$ cat src/hdl/bdsb_pkg.sv
package bdsb_pkg;
    // debug_status_control bit positions
    localparam int unsigned POS_PERMIT = 7;
    localparam int unsigned POS_ACTIVE = 6;
    localparam int unsigned POS_BKPT_EN = 5;
    localparam int unsigned POS_FORCE_TAG = 4;
    localparam int unsigned POS_CLOCK_SEL = 3;
    localparam int unsigned POS_WAIT_STOP = 2;
    localparam int unsigned POS_WAIT_FAIL = 1;
    localparam int unsigned POS_DATA_FAIL = 0;
    // reset values
    localparam logic [7:0] RST_STATUS_CONTROL = 8'h00;
    localparam logic [15:0] RST_BKPT_ADDR = 16'h0000;
    // writable control bits of the write-control command
    localparam logic [7:0] CTRL_WRITE_MASK = 8'hB8;
    // cpu run state seen by the debug controller
    typedef enum logic [1:0] {
        BDSB_RUN,
        BDSB_WAIT_STOP,
        BDSB_BACKGROUND
    } bdsb_cpu_t;
endpackage

$ cat src/hdl/bdsb_bkpt_if.sv
`timescale 1ns/1ps
interface bdsb_bkpt_if;
    logic enable;
    logic force_sel;
    logic [15:0] addr;
    logic [15:0] cpu_addr;
    logic cpu_addr_valid;
    logic opcode_fetch;
    logic hit_force;
    logic hit_tag;
    modport ctrl (output enable, output force_sel, output addr, output cpu_addr,
        output cpu_addr_valid, output opcode_fetch, input hit_force, input hit_tag);
    modport cmp (input enable, input force_sel, input addr, input cpu_addr,
        input cpu_addr_valid, input opcode_fetch, output hit_force, output hit_tag);
endinterface

$ cat src/hdl/bdsb_bkpt_cmp.sv
`timescale 1ns/1ps
module bdsb_bkpt_cmp
(
    bdsb_bkpt_if.cmp bk
);
    import bdsb_pkg::*;
    logic match;

    // single comparator; disabled enable masks everything else
    assign match = bk.enable && bk.cpu_addr_valid && (bk.cpu_addr == bk.addr);
    // force: any bus cycle matching, opcode or not
    assign bk.hit_force = match && bk.force_sel;
    // tag: only opcode fetches are marked
    assign bk.hit_tag = match && !bk.force_sel && bk.opcode_fetch;
endmodule

$ cat src/hdl/bdsb_top.sv
`timescale 1ns/1ps
module bdsb_top
(
    input wire logic CLK_SYS_I,
    input wire logic RESET_N_I,
    input wire logic CLK_EN_I,
    input wire logic WRITE_CONTROL_I,
    input wire logic [7:0] CONTROL_DATA_I,
    output logic [7:0] STATUS_O,
    input wire logic WRITE_BREAK_I,
    input wire logic [15:0] BKPT_DATA_I,
    output logic [15:0] BKPT_ADDR_O,
    input wire logic BACKGROUND_CMD_I,
    input wire logic CPU_GO_I,
    input wire logic CPU_WAIT_STOP_I,
    input wire logic CPU_WAKE_I,
    input wire logic MEM_CMD_FAIL_WAIT_I,
    input wire logic [15:0] CPU_ADDR_I,
    input wire logic CPU_ADDR_VALID_I,
    input wire logic OPCODE_FETCH_I,
    input wire logic INSTR_BOUNDARY_I,
    input wire logic TAG_AT_QUEUE_END_I,
    output logic ENTER_BACKGROUND_O,
    output logic SOFT_INT_REQ_O,
    output logic TAG_OPCODE_O,
    output logic CPU_HALTED_O,
    output logic COMM_CLK_BUS_O
);
    import bdsb_pkg::*;

    bdsb_bkpt_if bk();
    bdsb_cpu_t cpu_state;
    bdsb_cpu_t next_cpu_state;
    logic background_permit;
    logic breakpoint_enable;
    logic force_tag_select;
    logic comm_clock_select;
    logic wait_stop_failure;
    logic wait_stop_latched;
    logic [15:0] debug_breakpoint_address;
    logic force_pending;
    logic break_event;
    logic background_active_flag;
    logic wait_stop_status;

    assign bk.enable = breakpoint_enable;
    assign bk.force_sel = force_tag_select;
    assign bk.addr = debug_breakpoint_address;
    assign bk.cpu_addr = CPU_ADDR_I;
    assign bk.cpu_addr_valid = CPU_ADDR_VALID_I;
    assign bk.opcode_fetch = OPCODE_FETCH_I;

    bdsb_bkpt_cmp u_cmp
    (
        .bk(bk)
    );

    assign background_active_flag = (cpu_state == BDSB_BACKGROUND);

    // control bits; status bits are never taken from the write data
    always_ff @(posedge CLK_SYS_I or negedge RESET_N_I)
    begin
        if (!RESET_N_I)
        begin
            background_permit <= RST_STATUS_CONTROL[POS_PERMIT];
            breakpoint_enable <= RST_STATUS_CONTROL[POS_BKPT_EN];
            force_tag_select <= RST_STATUS_CONTROL[POS_FORCE_TAG];
            comm_clock_select <= RST_STATUS_CONTROL[POS_CLOCK_SEL];
        end
        else if (CLK_EN_I && WRITE_CONTROL_I)
        begin
            // no way to revoke permission while already halted
            if (!background_active_flag)
            begin
                background_permit <= background_permit | CONTROL_DATA_I[POS_PERMIT];
            end
            breakpoint_enable <= CONTROL_DATA_I[POS_BKPT_EN];
            force_tag_select <= CONTROL_DATA_I[POS_FORCE_TAG];
            comm_clock_select <= CONTROL_DATA_I[POS_CLOCK_SEL];
        end
    end

    // breakpoint address, reachable only from the serial command port
    always_ff @(posedge CLK_SYS_I or negedge RESET_N_I)
    begin
        if (!RESET_N_I)
        begin
            debug_breakpoint_address <= RST_BKPT_ADDR;
        end
        else if (CLK_EN_I && WRITE_BREAK_I)
        begin
            debug_breakpoint_address <= BKPT_DATA_I;
        end
    end

    // force request held until the next instruction boundary
    always_ff @(posedge CLK_SYS_I or negedge RESET_N_I)
    begin
        if (!RESET_N_I)
        begin
            force_pending <= 1'b0;
        end
        else if (CLK_EN_I)
        begin
            if (!breakpoint_enable || cpu_state != BDSB_RUN)
            begin
                force_pending <= 1'b0;
            end
            else if (bk.hit_force)
            begin
                force_pending <= 1'b1;
            end
            else if (INSTR_BOUNDARY_I)
            begin
                force_pending <= 1'b0;
            end
        end
    end

    // a breakpoint is due: pending force at boundary, or tag reaching end
    assign break_event = (cpu_state == BDSB_RUN) && breakpoint_enable
        && ((force_pending && INSTR_BOUNDARY_I)
        || (!force_tag_select && TAG_AT_QUEUE_END_I));

    // cpu run state
    always_comb
    begin
        next_cpu_state = cpu_state;
        unique case (cpu_state)
            BDSB_RUN:
            begin
                if (BACKGROUND_CMD_I && background_permit)
                    next_cpu_state = BDSB_BACKGROUND;
                else if (break_event && background_permit)
                    next_cpu_state = BDSB_BACKGROUND;
                else if (CPU_WAIT_STOP_I)
                    next_cpu_state = BDSB_WAIT_STOP;
            end
            BDSB_WAIT_STOP:
            begin
                if (BACKGROUND_CMD_I && background_permit)
                    next_cpu_state = BDSB_BACKGROUND;
                else if (CPU_WAKE_I)
                    next_cpu_state = BDSB_RUN;
            end
            BDSB_BACKGROUND:
            begin
                if (CPU_GO_I)
                    next_cpu_state = BDSB_RUN;
            end
        endcase
    end

    always_ff @(posedge CLK_SYS_I or negedge RESET_N_I)
    begin
        if (!RESET_N_I)
            cpu_state <= BDSB_RUN;
        else if (CLK_EN_I)
            cpu_state <= next_cpu_state;
    end

    // remembers that background was entered out of wait or stop
    always_ff @(posedge CLK_SYS_I or negedge RESET_N_I)
    begin
        if (!RESET_N_I)
            wait_stop_latched <= 1'b0;
        else if (CLK_EN_I)
        begin
            if (cpu_state == BDSB_WAIT_STOP && next_cpu_state == BDSB_BACKGROUND)
                wait_stop_latched <= 1'b1;
            else if (next_cpu_state != BDSB_BACKGROUND)
                wait_stop_latched <= 1'b0;
        end
    end

    assign wait_stop_status = (cpu_state == BDSB_WAIT_STOP) || wait_stop_latched;

    // failure flag: set on conflict, cleared by the next go; set wins
    always_ff @(posedge CLK_SYS_I or negedge RESET_N_I)
    begin
        if (!RESET_N_I)
            wait_stop_failure <= 1'b0;
        else if (CLK_EN_I)
        begin
            if (MEM_CMD_FAIL_WAIT_I)
                wait_stop_failure <= 1'b1;
            else if (CPU_GO_I && cpu_state == BDSB_BACKGROUND)
                wait_stop_failure <= 1'b0;
        end
    end

    // status byte for the read-status command; flags come from state only
    always_ff @(posedge CLK_SYS_I or negedge RESET_N_I)
    begin
        if (!RESET_N_I)
        begin
            STATUS_O <= RST_STATUS_CONTROL;
            BKPT_ADDR_O <= RST_BKPT_ADDR;
        end
        else if (CLK_EN_I)
        begin
            STATUS_O[POS_PERMIT] <= background_permit;
            STATUS_O[POS_ACTIVE] <= background_active_flag;
            STATUS_O[POS_BKPT_EN] <= breakpoint_enable;
            STATUS_O[POS_FORCE_TAG] <= force_tag_select;
            STATUS_O[POS_CLOCK_SEL] <= comm_clock_select;
            STATUS_O[POS_WAIT_STOP] <= wait_stop_status;
            STATUS_O[POS_WAIT_FAIL] <= wait_stop_failure;
            STATUS_O[POS_DATA_FAIL] <= 1'b0;
            BKPT_ADDR_O <= debug_breakpoint_address;
        end
    end

    // cpu-facing requests; breakpoint without permit becomes an interrupt
    always_ff @(posedge CLK_SYS_I or negedge RESET_N_I)
    begin
        if (!RESET_N_I)
        begin
            ENTER_BACKGROUND_O <= 1'b0;
            SOFT_INT_REQ_O <= 1'b0;
            TAG_OPCODE_O <= 1'b0;
        end
        else if (CLK_EN_I)
        begin
            ENTER_BACKGROUND_O <= (cpu_state != BDSB_BACKGROUND)
                && (next_cpu_state == BDSB_BACKGROUND);
            SOFT_INT_REQ_O <= break_event && !background_permit;
            TAG_OPCODE_O <= bk.hit_tag;
        end
    end

    assign CPU_HALTED_O = background_active_flag;
    assign COMM_CLK_BUS_O = comm_clock_select;

    chk_permit_sticky: assert property (@(posedge CLK_SYS_I)
        disable iff (!RESET_N_I)
        $past(background_permit) && $past(CLK_EN_I) |-> background_permit)
        else $error("permit bit dropped without reset");
    chk_permit_locked: assert property (@(posedge CLK_SYS_I)
        disable iff (!RESET_N_I)
        CLK_EN_I && WRITE_CONTROL_I && background_active_flag |=> $stable(background_permit))
        else $error("permit changed while in background");
    chk_status_active: assert property (@(posedge CLK_SYS_I)
        disable iff (!RESET_N_I)
        CLK_EN_I |=> STATUS_O[POS_ACTIVE] == $past(cpu_state == BDSB_BACKGROUND))
        else $error("active flag does not follow cpu state");
    chk_disabled_quiet: assert property (@(posedge CLK_SYS_I)
        disable iff (!RESET_N_I)
        !breakpoint_enable |-> !bk.hit_force && !bk.hit_tag && !break_event)
        else $error("breakpoint active while disabled");
    chk_force_enter: assert property (@(posedge CLK_SYS_I)
        disable iff (!RESET_N_I)
        CLK_EN_I && background_permit && break_event |=> background_active_flag)
        else $error("breakpoint did not enter background");
    chk_tag_mark: assert property (@(posedge CLK_SYS_I)
        disable iff (!RESET_N_I)
        CLK_EN_I && bk.hit_tag |=> TAG_OPCODE_O)
        else $error("matching opcode fetch not tagged");
    chk_wait_exit: assert property (@(posedge CLK_SYS_I)
        disable iff (!RESET_N_I)
        CLK_EN_I && cpu_state == BDSB_WAIT_STOP && BACKGROUND_CMD_I && background_permit
        |=> background_active_flag ##0 wait_stop_status)
        else $error("background command did not leave wait or stop");
    chk_fail_set: assert property (@(posedge CLK_SYS_I)
        disable iff (!RESET_N_I)
        CLK_EN_I && MEM_CMD_FAIL_WAIT_I |=> wait_stop_failure ##1 STATUS_O[POS_WAIT_FAIL]
        || !$past(CLK_EN_I))
        else $error("failure flag not raised");
    chk_data_fail_zero: assert property (@(posedge CLK_SYS_I)
        disable iff (!RESET_N_I)
        !STATUS_O[POS_DATA_FAIL])
        else $error("data valid failure bit set");
    chk_soft_int_route: assert property (@(posedge CLK_SYS_I)
        disable iff (!RESET_N_I)
        CLK_EN_I && break_event && !background_permit |=> SOFT_INT_REQ_O && !background_active_flag)
        else $error("breakpoint without permit not an interrupt");

    cov_force_break: cover property (@(posedge CLK_SYS_I) disable iff (!RESET_N_I)
        force_pending && INSTR_BOUNDARY_I && background_permit);
    cov_tag_break: cover property (@(posedge CLK_SYS_I) disable iff (!RESET_N_I)
        TAG_OPCODE_O ##[1:20] (TAG_AT_QUEUE_END_I && break_event));
    cov_wait_exit: cover property (@(posedge CLK_SYS_I) disable iff (!RESET_N_I)
        cpu_state == BDSB_WAIT_STOP ##1 background_active_flag);
    cov_soft_int: cover property (@(posedge CLK_SYS_I) disable iff (!RESET_N_I) SOFT_INT_REQ_O);
endmodule

$ cat config.mk
export PLATFORM = sky130hd
export DESIGN_NAME = bdsb_top
export DESIGN_NICKNAME = d
export VERILOG_FILES = /design/src/hdl/bdsb_pkg.sv /design/src/hdl/bdsb_bkpt_if.sv /design/src/hdl/bdsb_bkpt_cmp.sv /design/src/hdl/bdsb_top.sv
export SDC_FILE = /design/constraint.sdc
export NUM_CORES = 1
export LEC_CHECK = 0
export ABC_AREA = 1
export BUFFER_PORTS_ARGS = -buffer_cell sky130_fd_sc_hd__buf_2
export CORE_AREA = 4 4 76 78
export DETAILED_ROUTE_END_ITERATION = 16
export DIE_AREA = 0 0 80 82
export GPL_ROUTABILITY_DRIVEN = 0
export GPL_TIMING_DRIVEN = 0
export PLACE_DENSITY = 0.76
export SYNTH_ARGS = -nofsm -noshare
export SYNTH_HDL_FRONTEND = slang
export SYNTH_SLANG_ARGS = --single-unit
$ cat constraint.sdc
create_clock -name CLK_SYS_I -period 3.4 [get_ports CLK_SYS_I]
set_input_delay 0.34 -clock CLK_SYS_I [delete_from_list [all_inputs] [get_ports CLK_SYS_I]]
set_output_delay 0.34 -clock CLK_SYS_I [all_outputs]
set_load 0.005 [all_outputs]
==> results.txt <==
* Outcome: completed
- For the worst-skew pair, the clock arrives at the later sink with an insertion delay of 0.30 ns.
* Synthesized area divided by synthesized cell count: 8.418 um2
* Leakage power figure: 1.652 nW
- For the finished layout, the period the worst path requires is 1.555 ns.
* Kind of critical path: reg -> out
- Number of violations of the max-capacitance limit: 0
* Die Ht: 82 um
- Half-perimeter wire length after placement: 4.396 mm
- The count of final max-slew check failures was 0.
- Entering global routing, the biggest net connects 52 pins.
- Dividing the detail-routed wire length by the instance count gives 13.32 um.
- Element type at the critical path end: output port
- On the final layout, the worst clock skew is 0.006557 ns.
* Core region area: 5075 um2
- Buffers added on ports: 76
- Counting flops with an async set or reset pin after synthesis yields a share of 1.000.
- Of the post-synthesis cell area, the dominant cell type holds 0.5282.
- Vias/cell: 4.834
- Number of warnings reported in the yosys synthesis log: 0
* Number of nets in the final layout: 427
- Number of library cell types mapped by synthesis: 32
- After clock tree synthesis, the flow added hold-fix buffers numbering 0.
- 0 antenna diodes ended up in the layout.
* Unrepaired setup endpoints after global routing: no
- Residual overflow from global routing: 0
- Die width: 80 um
- Number of cells produced by synthesis: 287
* Top achievable clock speed: 643.1 MHz
* 1st-pass router iterations: 4
* Req. time, crit path: 3.06 ns
* Post-synth design cell area: 2416 um2
* Antenna Violating Nets Remaining: 0
* Wire length of the first global-routing pass: 9.673 mm
- Yosys mapped a number of flops with a built-in enable equal to 0.
- IR analysis of the VDD net gives a maximum drop of 0.3308 mV.
* Fraction of the yosys area taken by sequential cells: 0.5282
* Initial Util: 0.4761
- The number of global-route vias before repair was 2110.
- Core Rows: 26
* I/O pin count: 83
- Power comes to 1.563 mW.
- Number of remaining DRC errors: 0
- Final number of hold-violating endpoints: 0
* Element type at the critical path start: flop
- Layout cell share with drive strength beyond 1: 0.3270
- Clock sinks: 51
- TritonCTS built the clock tree.
* Setup violators final: 0
* Commonest register cell after synthesis: sky130_fd_sc_hd__dfrtp_1
- Timing analysis after detailed placement gives a worst setup slack of 1.885 ns.
- Fin crit share: 0.4573
* CTS-repair resized insts: 0
- Slew @ Worst Pin: 1.139 ns
- Crit-path max FO: 4
- Data arrives at the worst endpoint at 1.21 ns.
- Maximum level of the CTS H-tree: 2
* Post-CTS repair timing setup buffer count: 0
* Total Routing Usage GR: 0.1898
- The routed layout has 2127 vias.
* Hold crit path type: in -> async
- Slew Limit Headroom: 0.2409
- Summed over all layers, the routed wires come to 5.861 mm.
- Synthesis inferred 51 register bits.
- Total Die Area: 6560 um2
- After routing, the total negative slack on setup checks comes to 0 ns.
* Power density of the placed cells: 526.1 nW/um2
* Starting DRC count in detailed routing: 142
- Layout overhead on the synthesized area: 22.99%
- CTS root buffer: sky130_fd_sc_hd__clkbuf_8
- Initial antenna violation count: 0
- Dominant cells by area after synthesis: sky130_fd_sc_hd__dfrtp_1, sky130_fd_sc_hd__nand2_1, sky130_fd_sc_hd__nor2_1, sky130_fd_sc_hd__inv_1, sky130_fd_sc_hd__o21ai_0
* Clk pin slew, worst setup/hold paths: 0.09 ns
- In this run, CTS created clock tree buffers numbering 5.
- Synthesized Nets: 344
* Clock Path Buffers: 2
- Least setup slack across all paths after layout: 1.845 ns
- Biggest area consumer among synthesized cells: sky130_fd_sc_hd__dfrtp_1
worst max-delay path, cell delays in order (launching register included):
cell	delay (ns)
sky130_fd_sc_hd__dfrtp_1	0.43
sky130_fd_sc_hd__inv_1	0.11
sky130_fd_sc_hd__ha_1	0.24
sky130_fd_sc_hd__buf_2	0.14
synth_stat cells (2+ instances only):
cell type                  n
sky130_fd_sc_hd__a21oi_2  10
sky130_fd_sc_hd__buf_2     5
sky130_fd_sc_hd__mux2_2    3
sky130_fd_sc_hd__ha_1      3
sky130_fd_sc_hd__buf_4     2
sky130_fd_sc_hd__nand2_1  93
sky130_fd_sc_hd__dfrtp_1  51
sky130_fd_sc_hd__nand4_1   2
sky130_fd_sc_hd__a21oi_1   5
sky130_fd_sc_hd__inv_2     3
sky130_fd_sc_hd__nand2_2   4
sky130_fd_sc_hd__nor2_1   31
sky130_fd_sc_hd__nor3_1    2
sky130_fd_sc_hd__o21ai_0  22
sky130_fd_sc_hd__buf_6     2
sky130_fd_sc_hd__xor2_1    2
sky130_fd_sc_hd__nand3_1   2
sky130_fd_sc_hd__inv_1    30
sky130_fd_sc_hd__nor2_2    2
final cells by class:
type / count / area (um2)
buffer: 10 / 67.56
clock buffer: 6 / 82.58
clock inverter: 1 / 5.005
fill: 503 / 2103
inverter: 34 / 128.9
multi-input combinational: 192 / 943.4
sequential: 51 / 1276
tap: 70 / 87.58
timing repair buffer: 76 / 380.4
report_power, final:
group          internal [mW]  switching, mW
Sequential             0.705         0.0646
Combinational          0.184          0.260
Clock                  0.160          0.190
layer usage:
metal / track usage / share of wire
met1: 0.2542 / 0.46
met4: 0.03716 / 0.0072
met3: 0.04934 / 0.067
met2: 0.3137 / 0.47
met5: 0 / 0
registers in the layout, indices dropped and copies added, names as in the netlist, 2 cells and up:
signal / flops
BKPT_ADDR_O: 16
STATUS_O: 7
bk.addr: 16
cpu_state: 2
metrics by stage:
stage | instance area [um2] | hold slack [ns] | util | std cells
after floorplan | 2416 | 0.04441 | - | 287
after global placement | 2884 | 0.4529 | 0.5683 | 433
after detailed placement | 2884 | 0.4533 | 0.5683 | 433
after CTS | 2972 | 0.2685 | 0.5856 | 440
after global routing | 2972 | 0.2672 | 0.5856 | 440
final | 2972 | 0.2618 | 0.5856 | 440
placed cells by master (no fill, tap or decap):
cell type	instances
sky130_fd_sc_hd__nand4_1	2
sky130_fd_sc_hd__a21oi_2	10
sky130_fd_sc_hd__nand3_1	2
sky130_fd_sc_hd__nor2_2	2
sky130_fd_sc_hd__o211ai_1	1
sky130_fd_sc_hd__nand2_1	93
sky130_fd_sc_hd__mux2_2	3
sky130_fd_sc_hd__a31o_2	1
sky130_fd_sc_hd__a21oi_1	5
sky130_fd_sc_hd__o21ai_2	1
sky130_fd_sc_hd__clkbuf_8	6
sky130_fd_sc_hd__o21ai_1	1
sky130_fd_sc_hd__mux2_4	1
sky130_fd_sc_hd__ha_1	3
sky130_fd_sc_hd__a22o_1	1
sky130_fd_sc_hd__o21ai_0	22
sky130_fd_sc_hd__xor2_1	2
sky130_fd_sc_hd__nor2_1	31
sky130_fd_sc_hd__clkinv_2	2
sky130_fd_sc_hd__conb_1	1
sky130_fd_sc_hd__buf_6	2
sky130_fd_sc_hd__buf_4	2
sky130_fd_sc_hd__a32o_1	1
sky130_fd_sc_hd__inv_2	3
sky130_fd_sc_hd__buf_2	81
sky130_fd_sc_hd__nor3_1	2
sky130_fd_sc_hd__and3_1	1
sky130_fd_sc_hd__nand3_2	1
sky130_fd_sc_hd__nand4_2	1
sky130_fd_sc_hd__inv_1	30
sky130_fd_sc_hd__clkbuf_2	1
sky130_fd_sc_hd__dfrtp_1	51
sky130_fd_sc_hd__nand2_2	4
worst paths after layout:
kind	startpoint	cells past startpoint	to	slack (ns)
setup / recovery	cpu_state[0]$_DFFE_PN0P_	3	CPU_HALTED_O	1.85
hold / removal	RESET_N_I	1	BKPT_ADDR_O[13]$_DFFE_PN0P_	0.26
setup reg to reg	cpu_state[0]$_DFFE_PN0P_	8	wait_stop_latched$_DFFE_PN0P_	1.86
hold reg to reg	BKPT_ADDR_O[10]$_DFFE_PN0P_	2	BKPT_ADDR_O[10]$_DFFE_PN0P_	0.47
max in group asynchronous	RESET_N_I	1	bk.addr[6]$_DFFE_PN0P_	2.44
min in group CLK_SYS_I	BKPT_DATA_I[4]	2	bk.addr[4]$_DFFE_PN0P_	0.27
logic make-up after synthesis:
group	share of synthesized area
and+or+nand+nor	0.2336
DFF	0.5282
buffers and inverters	0.08130
AOI/OAI and AO/OA	0.1124
xor gates and xnor gates	0.007251
other	0.001552
muxes	0.02019
adders and majority gates	0.01554
No activity file was read; power rests on OpenSTA's default activity.
